$ cat src/stop_wake_consts.svh
// constants for the stop-mode wake and clock guard block
`ifndef STOP_WAKE_CONSTS_SVH
`define STOP_WAKE_CONSTS_SVH
// ----------------------------------------------------------------
// register addresses
// ----------------------------------------------------------------
`define UNLOCK_KEY_ADDR 8'hc7
`define STANDBY_CTRL_ADDR 8'hc4
`define WATCHDOG_CTRL_ADDR 8'hd8
`define PROG_SIZE_ADDR 8'hc2
`define POWER_CTRL_ADDR 8'h87
// ----------------------------------------------------------------
// key values and field positions
// ----------------------------------------------------------------
`define UNLOCK_FIRST 8'haa
`define UNLOCK_SECOND 8'h55
`define STBY_REF_BIT 0
`define RING_SEL_BIT 1
`define RING_USE_BIT 2
`define STOP_BIT 1
`define WD_PROT_MASK 8'h4b
`define PROG_PROT_MASK 8'h07
`define STBY_PROT_MASK 8'h01
// ----------------------------------------------------------------
// reset values and timing
// ----------------------------------------------------------------
`define STANDBY_RESET 8'h00
`define WATCHDOG_RESET 8'h00
`define PROG_SIZE_RESET 8'h05
`define WINDOW_CYCLES 4'h3
`define XTAL_HANDOVER_COUNT 17'h10000
`endif

$ cat src/stop_wake_pkg.sv
// types for the stop-mode wake and clock guard block
package stop_wake_pkg;
  // one special-function register write strobe with its data
  typedef struct packed {
    logic wr;
    logic [7:0] addr;
    logic [7:0] data;
  } sfr_write_t;
  // source of the system clock
  typedef enum logic [2:0] {
    CLK_XTAL = 3'h1,
    CLK_STOP = 3'h2,
    CLK_RING = 3'h4
  } clk_state_t;
endpackage : stop_wake_pkg

$ cat src/sync3.sv
// three-stage input synchroniser with agreement on the last two
`timescale 1ns/1ps
`include "stop_wake_consts.svh"
`default_nettype none
module sync3 (
  input wire logic clk_i,
  input wire logic rst_i,
  input wire logic d_i,
  output logic q_o
);
  logic s1_q;
  logic s2_q;
  logic s3_q;
  // ----------------------------------------------------------------
  // shift chain; s1 feeds only s2
  // ----------------------------------------------------------------
  always_ff @(posedge clk_i) begin
    if (rst_i) begin
      s1_q <= 1'b0;
      s2_q <= 1'b0;
      s3_q <= 1'b0;
      q_o <= 1'b0;
    end else begin
      s1_q <= d_i;
      s2_q <= s1_q;
      s3_q <= s2_q;
      // change counts only when stages two and three agree
      if (s2_q == s3_q) begin
        q_o <= s3_q;
      end
    end
  end
endmodule : sync3
`default_nettype wire

$ cat src/xtal_counter.sv
// counts crystal cycles until the ring hands over to the crystal
`timescale 1ns/1ps
`include "stop_wake_consts.svh"
`default_nettype none
module xtal_counter (
  input wire logic clk_i,
  input wire logic rst_i,
  input wire logic start_i,
  input wire logic run_i,
  output logic done_o
);
  logic [16:0] cnt_q; // crystal clocks since ring start
  // ----------------------------------------------------------------
  // counter: restarts on start, raises done at the handover count
  // ----------------------------------------------------------------
  always_ff @(posedge clk_i) begin
    if (rst_i || !(start_i || run_i)) begin
      cnt_q <= 17'h00000;
      done_o <= 1'b0;
    end else if (start_i) begin
      // the start edge is already the first crystal clock of the period
      cnt_q <= 17'h00001;
      done_o <= 1'b0;
    end else if (cnt_q != `XTAL_HANDOVER_COUNT) begin
      cnt_q <= cnt_q + 17'h00001;
      done_o <= (cnt_q == `XTAL_HANDOVER_COUNT - 17'h00001);
    end
  end
endmodule : xtal_counter
`default_nettype wire

$ cat src/stop_wake_clock_guard.sv
// stop-mode reference, ring start-up and timed-access protection
// ----------------------------------------------------------------
// How it works
// - standby reference select resets to zero
// - select set keeps band-gap on in stop
// - power-fail events then wake from stop
// - select ignored outside stop mode
// - stop halts crystal and all clocks
// - ring select: interrupt wake runs on ring
// - crystal takes over after 65536 clocks
// - default wake waits for the crystal; the code returns to CLK_XTAL at once, with no wait
// - ring-in-use flag shows ring clock
// - key aa then 55 opens three cycles
// - protected writes ignored without fresh unlock
// - protected bits in watchdog, standby, size
// - power control bit one enters stop
// - only external interrupt, power-fail (select set) or reset wakes
// ----------------------------------------------------------------
`timescale 1ns/1ps
`include "stop_wake_consts.svh"
`default_nettype none
module stop_wake_clock_guard (
  input wire logic clk_i,
  input wire logic rst_i,
  input wire stop_wake_pkg::sfr_write_t sfr_wr_i,
  input wire logic ext_int_n_i,
  input wire logic power_fail_i,
  output logic [7:0] standby_clock_control_o,
  output logic [7:0] watchdog_control_o,
  output logic [7:0] program_memory_size_o,
  output logic bandgap_on_o,
  output logic xtal_run_o,
  output logic clocks_on_o,
  output logic ring_run_o,
  output logic power_fail_wake_o
);
  // ----------------------------------------------------------------
  // state
  // ----------------------------------------------------------------
  logic key_first_q;      // aa has been written
  logic [3:0] win_q;      // cycles left in the open window
  logic stby_ref_q;       // standby reference select
  logic ring_sel_q;       // ring start select
  logic [7:0] wd_q;       // watchdog control
  logic [7:0] size_q;     // program memory size
  stop_wake_pkg::clk_state_t state_q;
  logic ext_int_s;        // synchronised external interrupt, active high
  logic pf_s;             // synchronised power-fail detect
  logic ring_start;       // pulse: ring period begins
  logic handover;         // crystal count reached
  logic key_wr;
  logic open_win;
  logic prot_wr;
  logic in_stop;
  logic wake;

  // ----------------------------------------------------------------
  // pin synchronisers
  // ----------------------------------------------------------------
  sync3 int_sync (
    .clk_i(clk_i),
    .rst_i(rst_i),
    .d_i(~ext_int_n_i),
    .q_o(ext_int_s)
  );
  sync3 pf_sync (
    .clk_i(clk_i),
    .rst_i(rst_i),
    .d_i(power_fail_i),
    .q_o(pf_s)
  );

  // ----------------------------------------------------------------
  // timed access unlock
  // ----------------------------------------------------------------
  assign key_wr = sfr_wr_i.wr && (sfr_wr_i.addr == `UNLOCK_KEY_ADDR);
  assign open_win = win_q != 4'h0;
  // a protected write is a write to a register holding guarded bits while the window is open
  assign prot_wr = sfr_wr_i.wr && open_win &&
                   (sfr_wr_i.addr == `WATCHDOG_CTRL_ADDR ||
                    sfr_wr_i.addr == `STANDBY_CTRL_ADDR ||
                    sfr_wr_i.addr == `PROG_SIZE_ADDR);

  // key sequence tracker; any other key value restarts it
  always_ff @(posedge clk_i) begin
    if (rst_i) begin
      key_first_q <= 1'b0;
    end else if (key_wr) begin
      key_first_q <= (sfr_wr_i.data == `UNLOCK_FIRST);
    end
  end

  // window counter: opens on 55 after aa, closes on use or timeout
  always_ff @(posedge clk_i) begin
    if (rst_i) begin
      win_q <= 4'h0;
    end else if (key_wr && key_first_q &&
                 sfr_wr_i.data == `UNLOCK_SECOND) begin
      win_q <= `WINDOW_CYCLES;
    end else if (key_wr || prot_wr) begin
      win_q <= 4'h0;
    end else if (open_win) begin
      win_q <= win_q - 4'h1;
    end
  end

  // ----------------------------------------------------------------
  // standby control: bit 0 guarded, bit 1 free, bit 2 read-only
  // ----------------------------------------------------------------
  always_ff @(posedge clk_i) begin
    if (rst_i) begin
      stby_ref_q <= 1'(`STANDBY_RESET >> `STBY_REF_BIT);
      ring_sel_q <= 1'b0;
    end else if (sfr_wr_i.wr && sfr_wr_i.addr == `STANDBY_CTRL_ADDR) begin
      ring_sel_q <= sfr_wr_i.data[`RING_SEL_BIT];
      if (open_win) begin
        stby_ref_q <= sfr_wr_i.data[`STBY_REF_BIT];
      end
    end
  end

  // ----------------------------------------------------------------
  // watchdog control and memory size: guarded bits need the window
  // ----------------------------------------------------------------
  always_ff @(posedge clk_i) begin
    if (rst_i) begin
      wd_q <= `WATCHDOG_RESET;
    end else if (sfr_wr_i.wr && sfr_wr_i.addr == `WATCHDOG_CTRL_ADDR) begin
      if (open_win) begin
        wd_q <= sfr_wr_i.data;
      end else begin
        wd_q <= (wd_q & `WD_PROT_MASK) |
                (sfr_wr_i.data & ~`WD_PROT_MASK);
      end
    end
  end

  always_ff @(posedge clk_i) begin
    if (rst_i) begin
      size_q <= `PROG_SIZE_RESET;
    end else if (sfr_wr_i.wr && sfr_wr_i.addr == `PROG_SIZE_ADDR) begin
      if (open_win) begin
        size_q <= sfr_wr_i.data & `PROG_PROT_MASK;
      end
    end
  end

  // ----------------------------------------------------------------
  // clock source state machine
  // ----------------------------------------------------------------
  assign in_stop = state_q == stop_wake_pkg::CLK_STOP;
  // internal interrupts have no clock in stop, so only pins wake
  assign wake = ext_int_s || (stby_ref_q && pf_s);
  assign ring_start = in_stop && ext_int_s && ring_sel_q;

  always_ff @(posedge clk_i) begin
    if (rst_i) begin
      state_q <= stop_wake_pkg::CLK_XTAL;
    end else begin
      case (state_q)
        stop_wake_pkg::CLK_XTAL: begin
          if (sfr_wr_i.wr && sfr_wr_i.addr == `POWER_CTRL_ADDR &&
              sfr_wr_i.data[`STOP_BIT]) begin
            state_q <= stop_wake_pkg::CLK_STOP;
          end
        end
        stop_wake_pkg::CLK_STOP: begin
          if (ring_start) begin
            state_q <= stop_wake_pkg::CLK_RING;
          end else if (wake) begin
            state_q <= stop_wake_pkg::CLK_XTAL;
          end
        end
        stop_wake_pkg::CLK_RING: begin
          if (handover) begin
            state_q <= stop_wake_pkg::CLK_XTAL;
          end
        end
        default: state_q <= stop_wake_pkg::CLK_XTAL;
      endcase
    end
  end

  // crystal is restarting while the ring runs; count its clocks
  xtal_counter handover_cnt (
    .clk_i(clk_i),
    .rst_i(rst_i),
    .start_i(ring_start),
    .run_i(state_q == stop_wake_pkg::CLK_RING),
    .done_o(handover)
  );

  // ----------------------------------------------------------------
  // registered outputs
  // ----------------------------------------------------------------
  always_ff @(posedge clk_i) begin
    if (rst_i) begin
      standby_clock_control_o <= `STANDBY_RESET;
      watchdog_control_o <= `WATCHDOG_RESET;
      program_memory_size_o <= `PROG_SIZE_RESET;
      bandgap_on_o <= 1'b1;
      xtal_run_o <= 1'b1;
      clocks_on_o <= 1'b1;
      ring_run_o <= 1'b0;
      power_fail_wake_o <= 1'b0;
    end else begin
      standby_clock_control_o <= {5'h00,
        state_q == stop_wake_pkg::CLK_RING, ring_sel_q, stby_ref_q};
      watchdog_control_o <= wd_q;
      program_memory_size_o <= size_q;
      // reference only gated in stop; other modes keep it on
      bandgap_on_o <= !in_stop || stby_ref_q;
      xtal_run_o <= !in_stop;
      clocks_on_o <= !in_stop;
      ring_run_o <= state_q == stop_wake_pkg::CLK_RING;
      power_fail_wake_o <= in_stop && stby_ref_q && pf_s;
    end
  end

  // ----------------------------------------------------------------
  // checks
  // ----------------------------------------------------------------
  // ----------------------------------------------------------------
  // check helper: cycles spent on the ring, read only by the checks
  // ----------------------------------------------------------------
  logic [16:0] ring_len_q; // ring cycles so far, saturating
  // a counter keeps the handover check short; a long repetition
  // would make the property unrolling crawl
  always_ff @(posedge clk_i) begin
    if (rst_i || state_q != stop_wake_pkg::CLK_RING) begin
      ring_len_q <= 17'h00000;
    end else if (ring_len_q != `XTAL_HANDOVER_COUNT) begin
      ring_len_q <= ring_len_q + 17'h00001;
    end
  end
endmodule : stop_wake_clock_guard
`default_nettype wire

$ cat config.mk
export PLATFORM = sky130hd
export DESIGN_NAME = stop_wake_clock_guard
export DESIGN_NICKNAME = d
export VERILOG_FILES = /design/src/stop_wake_pkg.sv /design/src/sync3.sv /design/src/xtal_counter.sv /design/src/stop_wake_clock_guard.sv
export VERILOG_INCLUDE_DIRS = /design/src /design/src/src
export SDC_FILE = /design/constraint.sdc
export NUM_CORES = 1
export LEC_CHECK = 0
export ABC_AREA = 1
export CAP_MARGIN = 40
export CELL_PAD_IN_SITES_DETAIL_PLACEMENT = 0
export CELL_PAD_IN_SITES_GLOBAL_PLACEMENT = 1
export CORE_ASPECT_RATIO = 1.5
export CORE_MARGIN = 3
export CORE_UTILIZATION = 48
export DETAILED_ROUTE_END_ITERATION = 16
export DONT_BUFFER_PORTS = 1
export GPL_TIMING_DRIVEN = 0
export HOLD_SLACK_MARGIN = 0.08
export PLACE_DENSITY = 0.89
export SYNTH_ARGS = -nofsm -noshare
export SYNTH_HDL_FRONTEND = slang
export SYNTH_SLANG_ARGS = --single-unit
$ cat constraint.sdc
create_clock -name clk_i -period 4.3 [get_ports clk_i]
set_clock_uncertainty 0.05 [all_clocks]
set_input_delay 0.215 -clock clk_i [delete_from_list [all_inputs] [get_ports clk_i]]
set_output_delay 0.215 -clock clk_i [all_outputs]
set_load 0.02 [all_outputs]
Word level (Yosys, flattened, before mapping)
Cells that the tools add are included.

Add/subtract/negate cells: 2. Equal/unequal tests: 17. Muxes and demuxes: 11. Bitwise logic cells: 2. Reductions and logical operators: 32.

Operator list (number): == test 8 bit, second input constant (6); adder 17 x 1 -> 17 bit, second input constant (1); == test 17 x 16 -> 1 bit, second input constant (1); inequality test 17 bit, second input constant (1); logical AND 1 bit (15); two-way mux 3 bit (4); case mux 3 bit (3 select lines) (1); == test 8 x 7 -> 1 bit, second input constant (1); two-way mux 8 bit (1); bitwise OR 7 x 8 -> 8 bit (1); logical OR 1 bit (7); two-way mux 2 bit (3); inequality test 2 bit, second input constant (2); AND reduction 2 bit (2); nonzero test 4 bit (1); subtractor 4 x 1 -> 4 bit, second input constant (1); == test 3 x 1 -> 1 bit, second input constant (1); == test 3 x 2 -> 1 bit, second input constant (1); == test 3 bit, second input constant (1); inequality test 3 x 1 -> 1 bit, second input constant (1); AND reduction 3 bit (1); nonzero test 3 bit (1); OR reduction 3 bit (1); == test 1 bit (2); other kinds (5) (7).

Bits in registers: 70. Output and inout port bits: 29. Logic and storage cells: 91.

Longest topological paths before layout
Depth in word-level cells: 7. Depth in mapped cells: 9.

Hierarchy
From an unflattened synthesis, not the netlist that was laid out.

Cell total of the unflattened synthesis: 400. Area, all modules: 2954.1 um^2.

Modules (own cells, without submodules): stop_wake_clock_guard (times used 1, cells each 228, area each 1745.4 um^2, sequential area each 760.7 um^2); xtal_counter (times used 1, cells each 146, area each 965.9 um^2, sequential area each 360.3 um^2); sync3 (times used 2, cells each 13, area each 121.4 um^2, sequential area each 80.1 um^2).

Worst setup path before layout
No wires, ideal clock.

Path type: reg-to-reg. Start: reg handover_cnt.cnt_q[0]. End: reg handover_cnt.cnt_q[16]. Arrival: 1.279 ns. Data required time: 4.180 ns. Setup slack: 2.901 ns. Cell stages (with the launch flop): 8. Period minus slack after synthesis: 1.399 ns. Path through: dfxtp_1 -> ha_1 -> nand2_1 -> inv_1 -> nand3_2 -> nor3_1 -> ha_1 -> a21oi_1.

Longest elaborated chain between the ends: 1. Elaborated cells on any way between the ends: 2. Classes of those cells: add/sub: 1; eq/ne: 1.

RTL lines: start, declared (RTL line xtal_counter.sv:12) `logic [16:0] cnt_q;`; start signal, assigned (RTL line xtal_counter.sv:25) `cnt_q <= cnt_q + 17'h00001;`; adder 17 x 1 -> 17 bit or inequality test 17 bit (tied branches).

Several ways; a longest one is shown, not always the timed one. A chain may end at the register's enable or synchronous reset.

Worst setup path after layout
Ends and elaborated chain as after synthesis.

==> results <==
- The run finished with clean final reports.
- The total vias in the final route is 2371.
- Summed over all layers, the routed wires come to 5821 µm.
- The count of input and output buffers is 0.
- The floorplan has 33 rows.
- The kind of end point of the critical path is a flip-flop.
- For this design the total switching power over the nets is 0.0003594 W.
- The total of warnings raised by yosys is 0.
- The first detailed-routing pass ran for 4 iterations.
- In the routed design, unresolved DRC markers number 0.
- The cell taking the most area after synthesis is sky130_fd_sc_hd__dfxtp_1.
- After synthesis the netlist holds a flip-flop and latch count of 64.
- From left edge to right edge, the die measures 68.25 µm.
- Pin placement for this block handled 50 I/O pins.
- The total power divided by cell area is 436.2 nW/µm².
- The global placement routability congestion is 0.7768.
- After clock tree synthesis, the repair step resized 0 gates.
- STA puts the critical path data arrival time at 1820 ps.
- Once detailed placement completed, the half-perimeter wirelength came to 4403 µm.
- The initial antenna violation count came to 0.
- The total clock buffers created by CTS is 9.
- The fraction of final layout cells with drive strength greater than 1 is 0.1167.
- The final sum of negative setup slack is 0 ps.
- The clock passes through at most 2 buffers.
- 0 antenna diodes ended up in the layout.
- The sequential cell area fraction in the yosys report is 0.4592.
- A synthesized cell averages 7.266 µm².
- The count of antenna-violating nets left after detailed routing is 0.
- The share of the synthesized area in the top cell type is 0.4592.
- The number of sinks handled by clock tree synthesis is 64.
- The worst setup path category is reg -> reg.
- Entering global routing, the biggest net connects 13 pins.
- The starting utilization of the core area is 0.5043.
- The maximum vdd drop is 0.0002168 V.
- The insertion delay of the later-clocked pin in the worst-skew pair is 350 ps.
- The CTS tree is yes.
- Summed over all cells, the static leakage comes to 1.411 nW.
- Fill cells in the final layout number 577.
- The die covers 6782 µm².
- The tree is rooted in a sky130_fd_sc_hd__clkbuf_8.
- The H-tree generated during clock tree synthesis spans 3 levels.
- The clock-pin slew on the worst setup and hold paths is 70 ps.
- Including well taps, the total number of placed cells is 463.
- Of all nets on the critical path, the largest fanout is 4.
- Setup repair after global routing left no endpoint under its margin.
- Yosys mapped the design onto 27 distinct sky130hd cell types.
- The number of hold violations in the final report came to 0.
- For this run, the total global-route usage over all layers was measured as 0.1926.
- The path class of the tightest hold or removal check is in -> reg.
- The net count reported at finish is 440.
- The setup-violating endpoint count in the final report is 0.
- The mapped cell area is 2790 µm².
- The first global-routing pass estimated 9680 µm of wire.
- The leftover overflow at the end of global routing is 0.
- The time the final worst path needs with I/O delays and setup is 1587 ps.
- The commonest non-fill, non-tap cell in the layout is sky130_fd_sc_hd__inv_1.
- The required time of the worst setup path is 4530 ps.
- The proportion of power drawn by the clock network is 0.440.
- The core area is 5533 µm².
- The portion of the clock cycle consumed by the worst path in the final layout is 0.3690.
- The initial detailed-routing violation count is 78.
- The gate count of the mapped netlist is 384.
- The die height is 99.38 µm.
- Of the total power, combinational logic draws 0.119.
- In the final routed layout, each cell accounts on average for 11.88 µm.
- In the layout the commonest cells are sky130_fd_sc_hd__inv_1 (69), sky130_fd_sc_hd__dfxtp_1 (64), sky130_fd_sc_hd__nor2_1 (63).
- The startpoint type of the worst setup path is a flip-flop.
- Internal power comes to 0.001065 W.
- Ranked by total cell area, the synthesized netlist is headed by sky130_fd_sc_hd__dfxtp_1 (46%), sky130_fd_sc_hd__inv_1 (9.3%), sky130_fd_sc_hd__nor2_1 (8.5%), sky130_fd_sc_hd__nand2_1 (6.9%), sky130_fd_sc_hd__a21oi_1 (5.0%).
- The flop-to-flop setup slack is 2710 ps.
- Compared with the post-synthesis result, the final layout area differs by 17.04%.
- The power share of the sequential group is 0.441.
- The via density per instance is 4.839.
- Across the run, the number of max-cap violations was 0.
- The number of global-route vias before repair is 2307.
- The total count of max-transition violations in the final report is 0.
- The final instance count without filler cells is 490.
- Of the total power, the share spent switching nets is 0.2524.
- Static timing analysis puts the maximum clock frequency at 0.6302 GHz.
-- layer usage --
metal | vias up | global-route usage | wire [µm]
li1 | 1241 | - | -
met1 | 1075 | 0.1923 | 2264
met2 | 42 | 0.3410 | 3161
met3 | 13 | 0.04633 | 240
met4 | 0 | 0.1210 | 154
met5 | - | 0 | 0
-- final cells by class --
type                       instances  area, µm²  share of cell area
sequential                        64       1281              0.3923
multi-input combinational        239       1156              0.3540
inverter                          73      274.0             0.08391
clock buffer                       9      123.9             0.03793
clock inverter                     7      120.1             0.03678
buffer                            17      112.6             0.03448
timing repair buffer              11      110.1             0.03372
tap                               70      87.58             0.02682
-- registers in the layout (all words and copies together), names as in the netlist, 3 cells and up --
name                     flops
handover_cnt.cnt_q          17
program_memory_size_o        3
size_q                       3
standby_clock_control_o      3
state_q                      3
watchdog_control_o           8
wd_q                         8
win_q                        4
-- cells in the mapped netlist --
cell type and n:
sky130_fd_sc_hd__nand2_2 3, sky130_fd_sc_hd__nor2_1 63, sky130_fd_sc_hd__nand3_2 1, sky130_fd_sc_hd__xnor2_1 1
sky130_fd_sc_hd__nand4_2 1, sky130_fd_sc_hd__a21oi_2 1, sky130_fd_sc_hd__o21ai_0 25, sky130_fd_sc_hd__o21a_1 1
sky130_fd_sc_hd__inv_2 4, sky130_fd_sc_hd__a211oi_1 2, sky130_fd_sc_hd__nand2_4 1, sky130_fd_sc_hd__clkbuf_1 4
sky130_fd_sc_hd__inv_1 69, sky130_fd_sc_hd__buf_4 13, sky130_fd_sc_hd__o211ai_1 2, sky130_fd_sc_hd__nor2_2 6
sky130_fd_sc_hd__nand3_1 13, sky130_fd_sc_hd__dfxtp_1 64, sky130_fd_sc_hd__conb_1 1, sky130_fd_sc_hd__ha_1 4
sky130_fd_sc_hd__nor3_1 12, sky130_fd_sc_hd__nand4_1 9, sky130_fd_sc_hd__o21ai_1 2, sky130_fd_sc_hd__nor3_4 1
sky130_fd_sc_hd__a21oi_1 28, sky130_fd_sc_hd__nand2_1 51, sky130_fd_sc_hd__nor2_4 2
-- through the flow --
step	setup WS, ps	power (W)	instance area [µm²]	hold WS (ps)	utilization
floorplan	2901	0.0007725	2824	231.7	-
global placement	2776	0.0007957	2912	232.5	0.5262
detailed placement	2728	0.0007984	2912	234.5	0.5262
CTS	2699	0.001436	3266	80.51	0.5902
global route	2573	0.001491	3266	114.1	0.5902
finish	2713	0.001424	3266	96.41	0.5902
-- repair_timing --
action | CTS | global route
hold buffers | 11 | 0
setup endpoints to repair | 0 | 0
buffers inserted | 0 | 0
endpoints found under the hold margin | 21 | 0
-- power groups by stage --
stage          clock (W)  sequential [W]  combinational [W]
4_1_cts         0.000639        0.000628           0.000169
3_3_place_gp           0        0.000641           0.000155
2_1_floorplan          0        0.000639           0.000134
3_5_place_dp           0        0.000641           0.000157
6_report        0.000627        0.000628           0.000170
5_1_grt         0.000666        0.000630           0.000196
-- path summary, 6_finish.rpt --
check                                                         from                                  end  cells past startpoint
worst max-delay path            handover_cnt.cnt_q[0]$_SDFFE_PP0P_  handover_cnt.cnt_q[16]$_SDFFE_PP0P_                      7
worst min-delay path                                  sfr_wr_i[16]                 wd_q[3]$_SDFFE_PP0P_                      3
worst max register to register  handover_cnt.cnt_q[0]$_SDFFE_PP0P_  handover_cnt.cnt_q[16]$_SDFFE_PP0P_                      7
worst min register to register            int_sync.s1_q$_SDFF_PP0_             int_sync.s2_q$_SDFF_PP0_                      2
-- cells by family after synthesis --
logic type | count (synthesis) | share of synthesized area
AO/OA/AOI/OAI | 61 | 0.1152
XOR/XNOR | 1 | 0.003140
buffers and inverters | 90 | 0.1386
other | 1 | 0.001344
AND/OR/NAND/NOR | 163 | 0.2646
adder cells (fa/ha/maj) | 4 | 0.01794
flip-flops | 64 | 0.4592
-- worst max-delay path, stage by stage, from the launching register on --
cell                      delay (ps)
sky130_fd_sc_hd__dfxtp_1         380
sky130_fd_sc_hd__ha_1            180
sky130_fd_sc_hd__nand2_1          70
sky130_fd_sc_hd__inv_1            90
sky130_fd_sc_hd__nand3_2         110
sky130_fd_sc_hd__nor3_1          240
sky130_fd_sc_hd__ha_1            260
sky130_fd_sc_hd__a21oi_1         150
(Power assumes the default switching activity.)
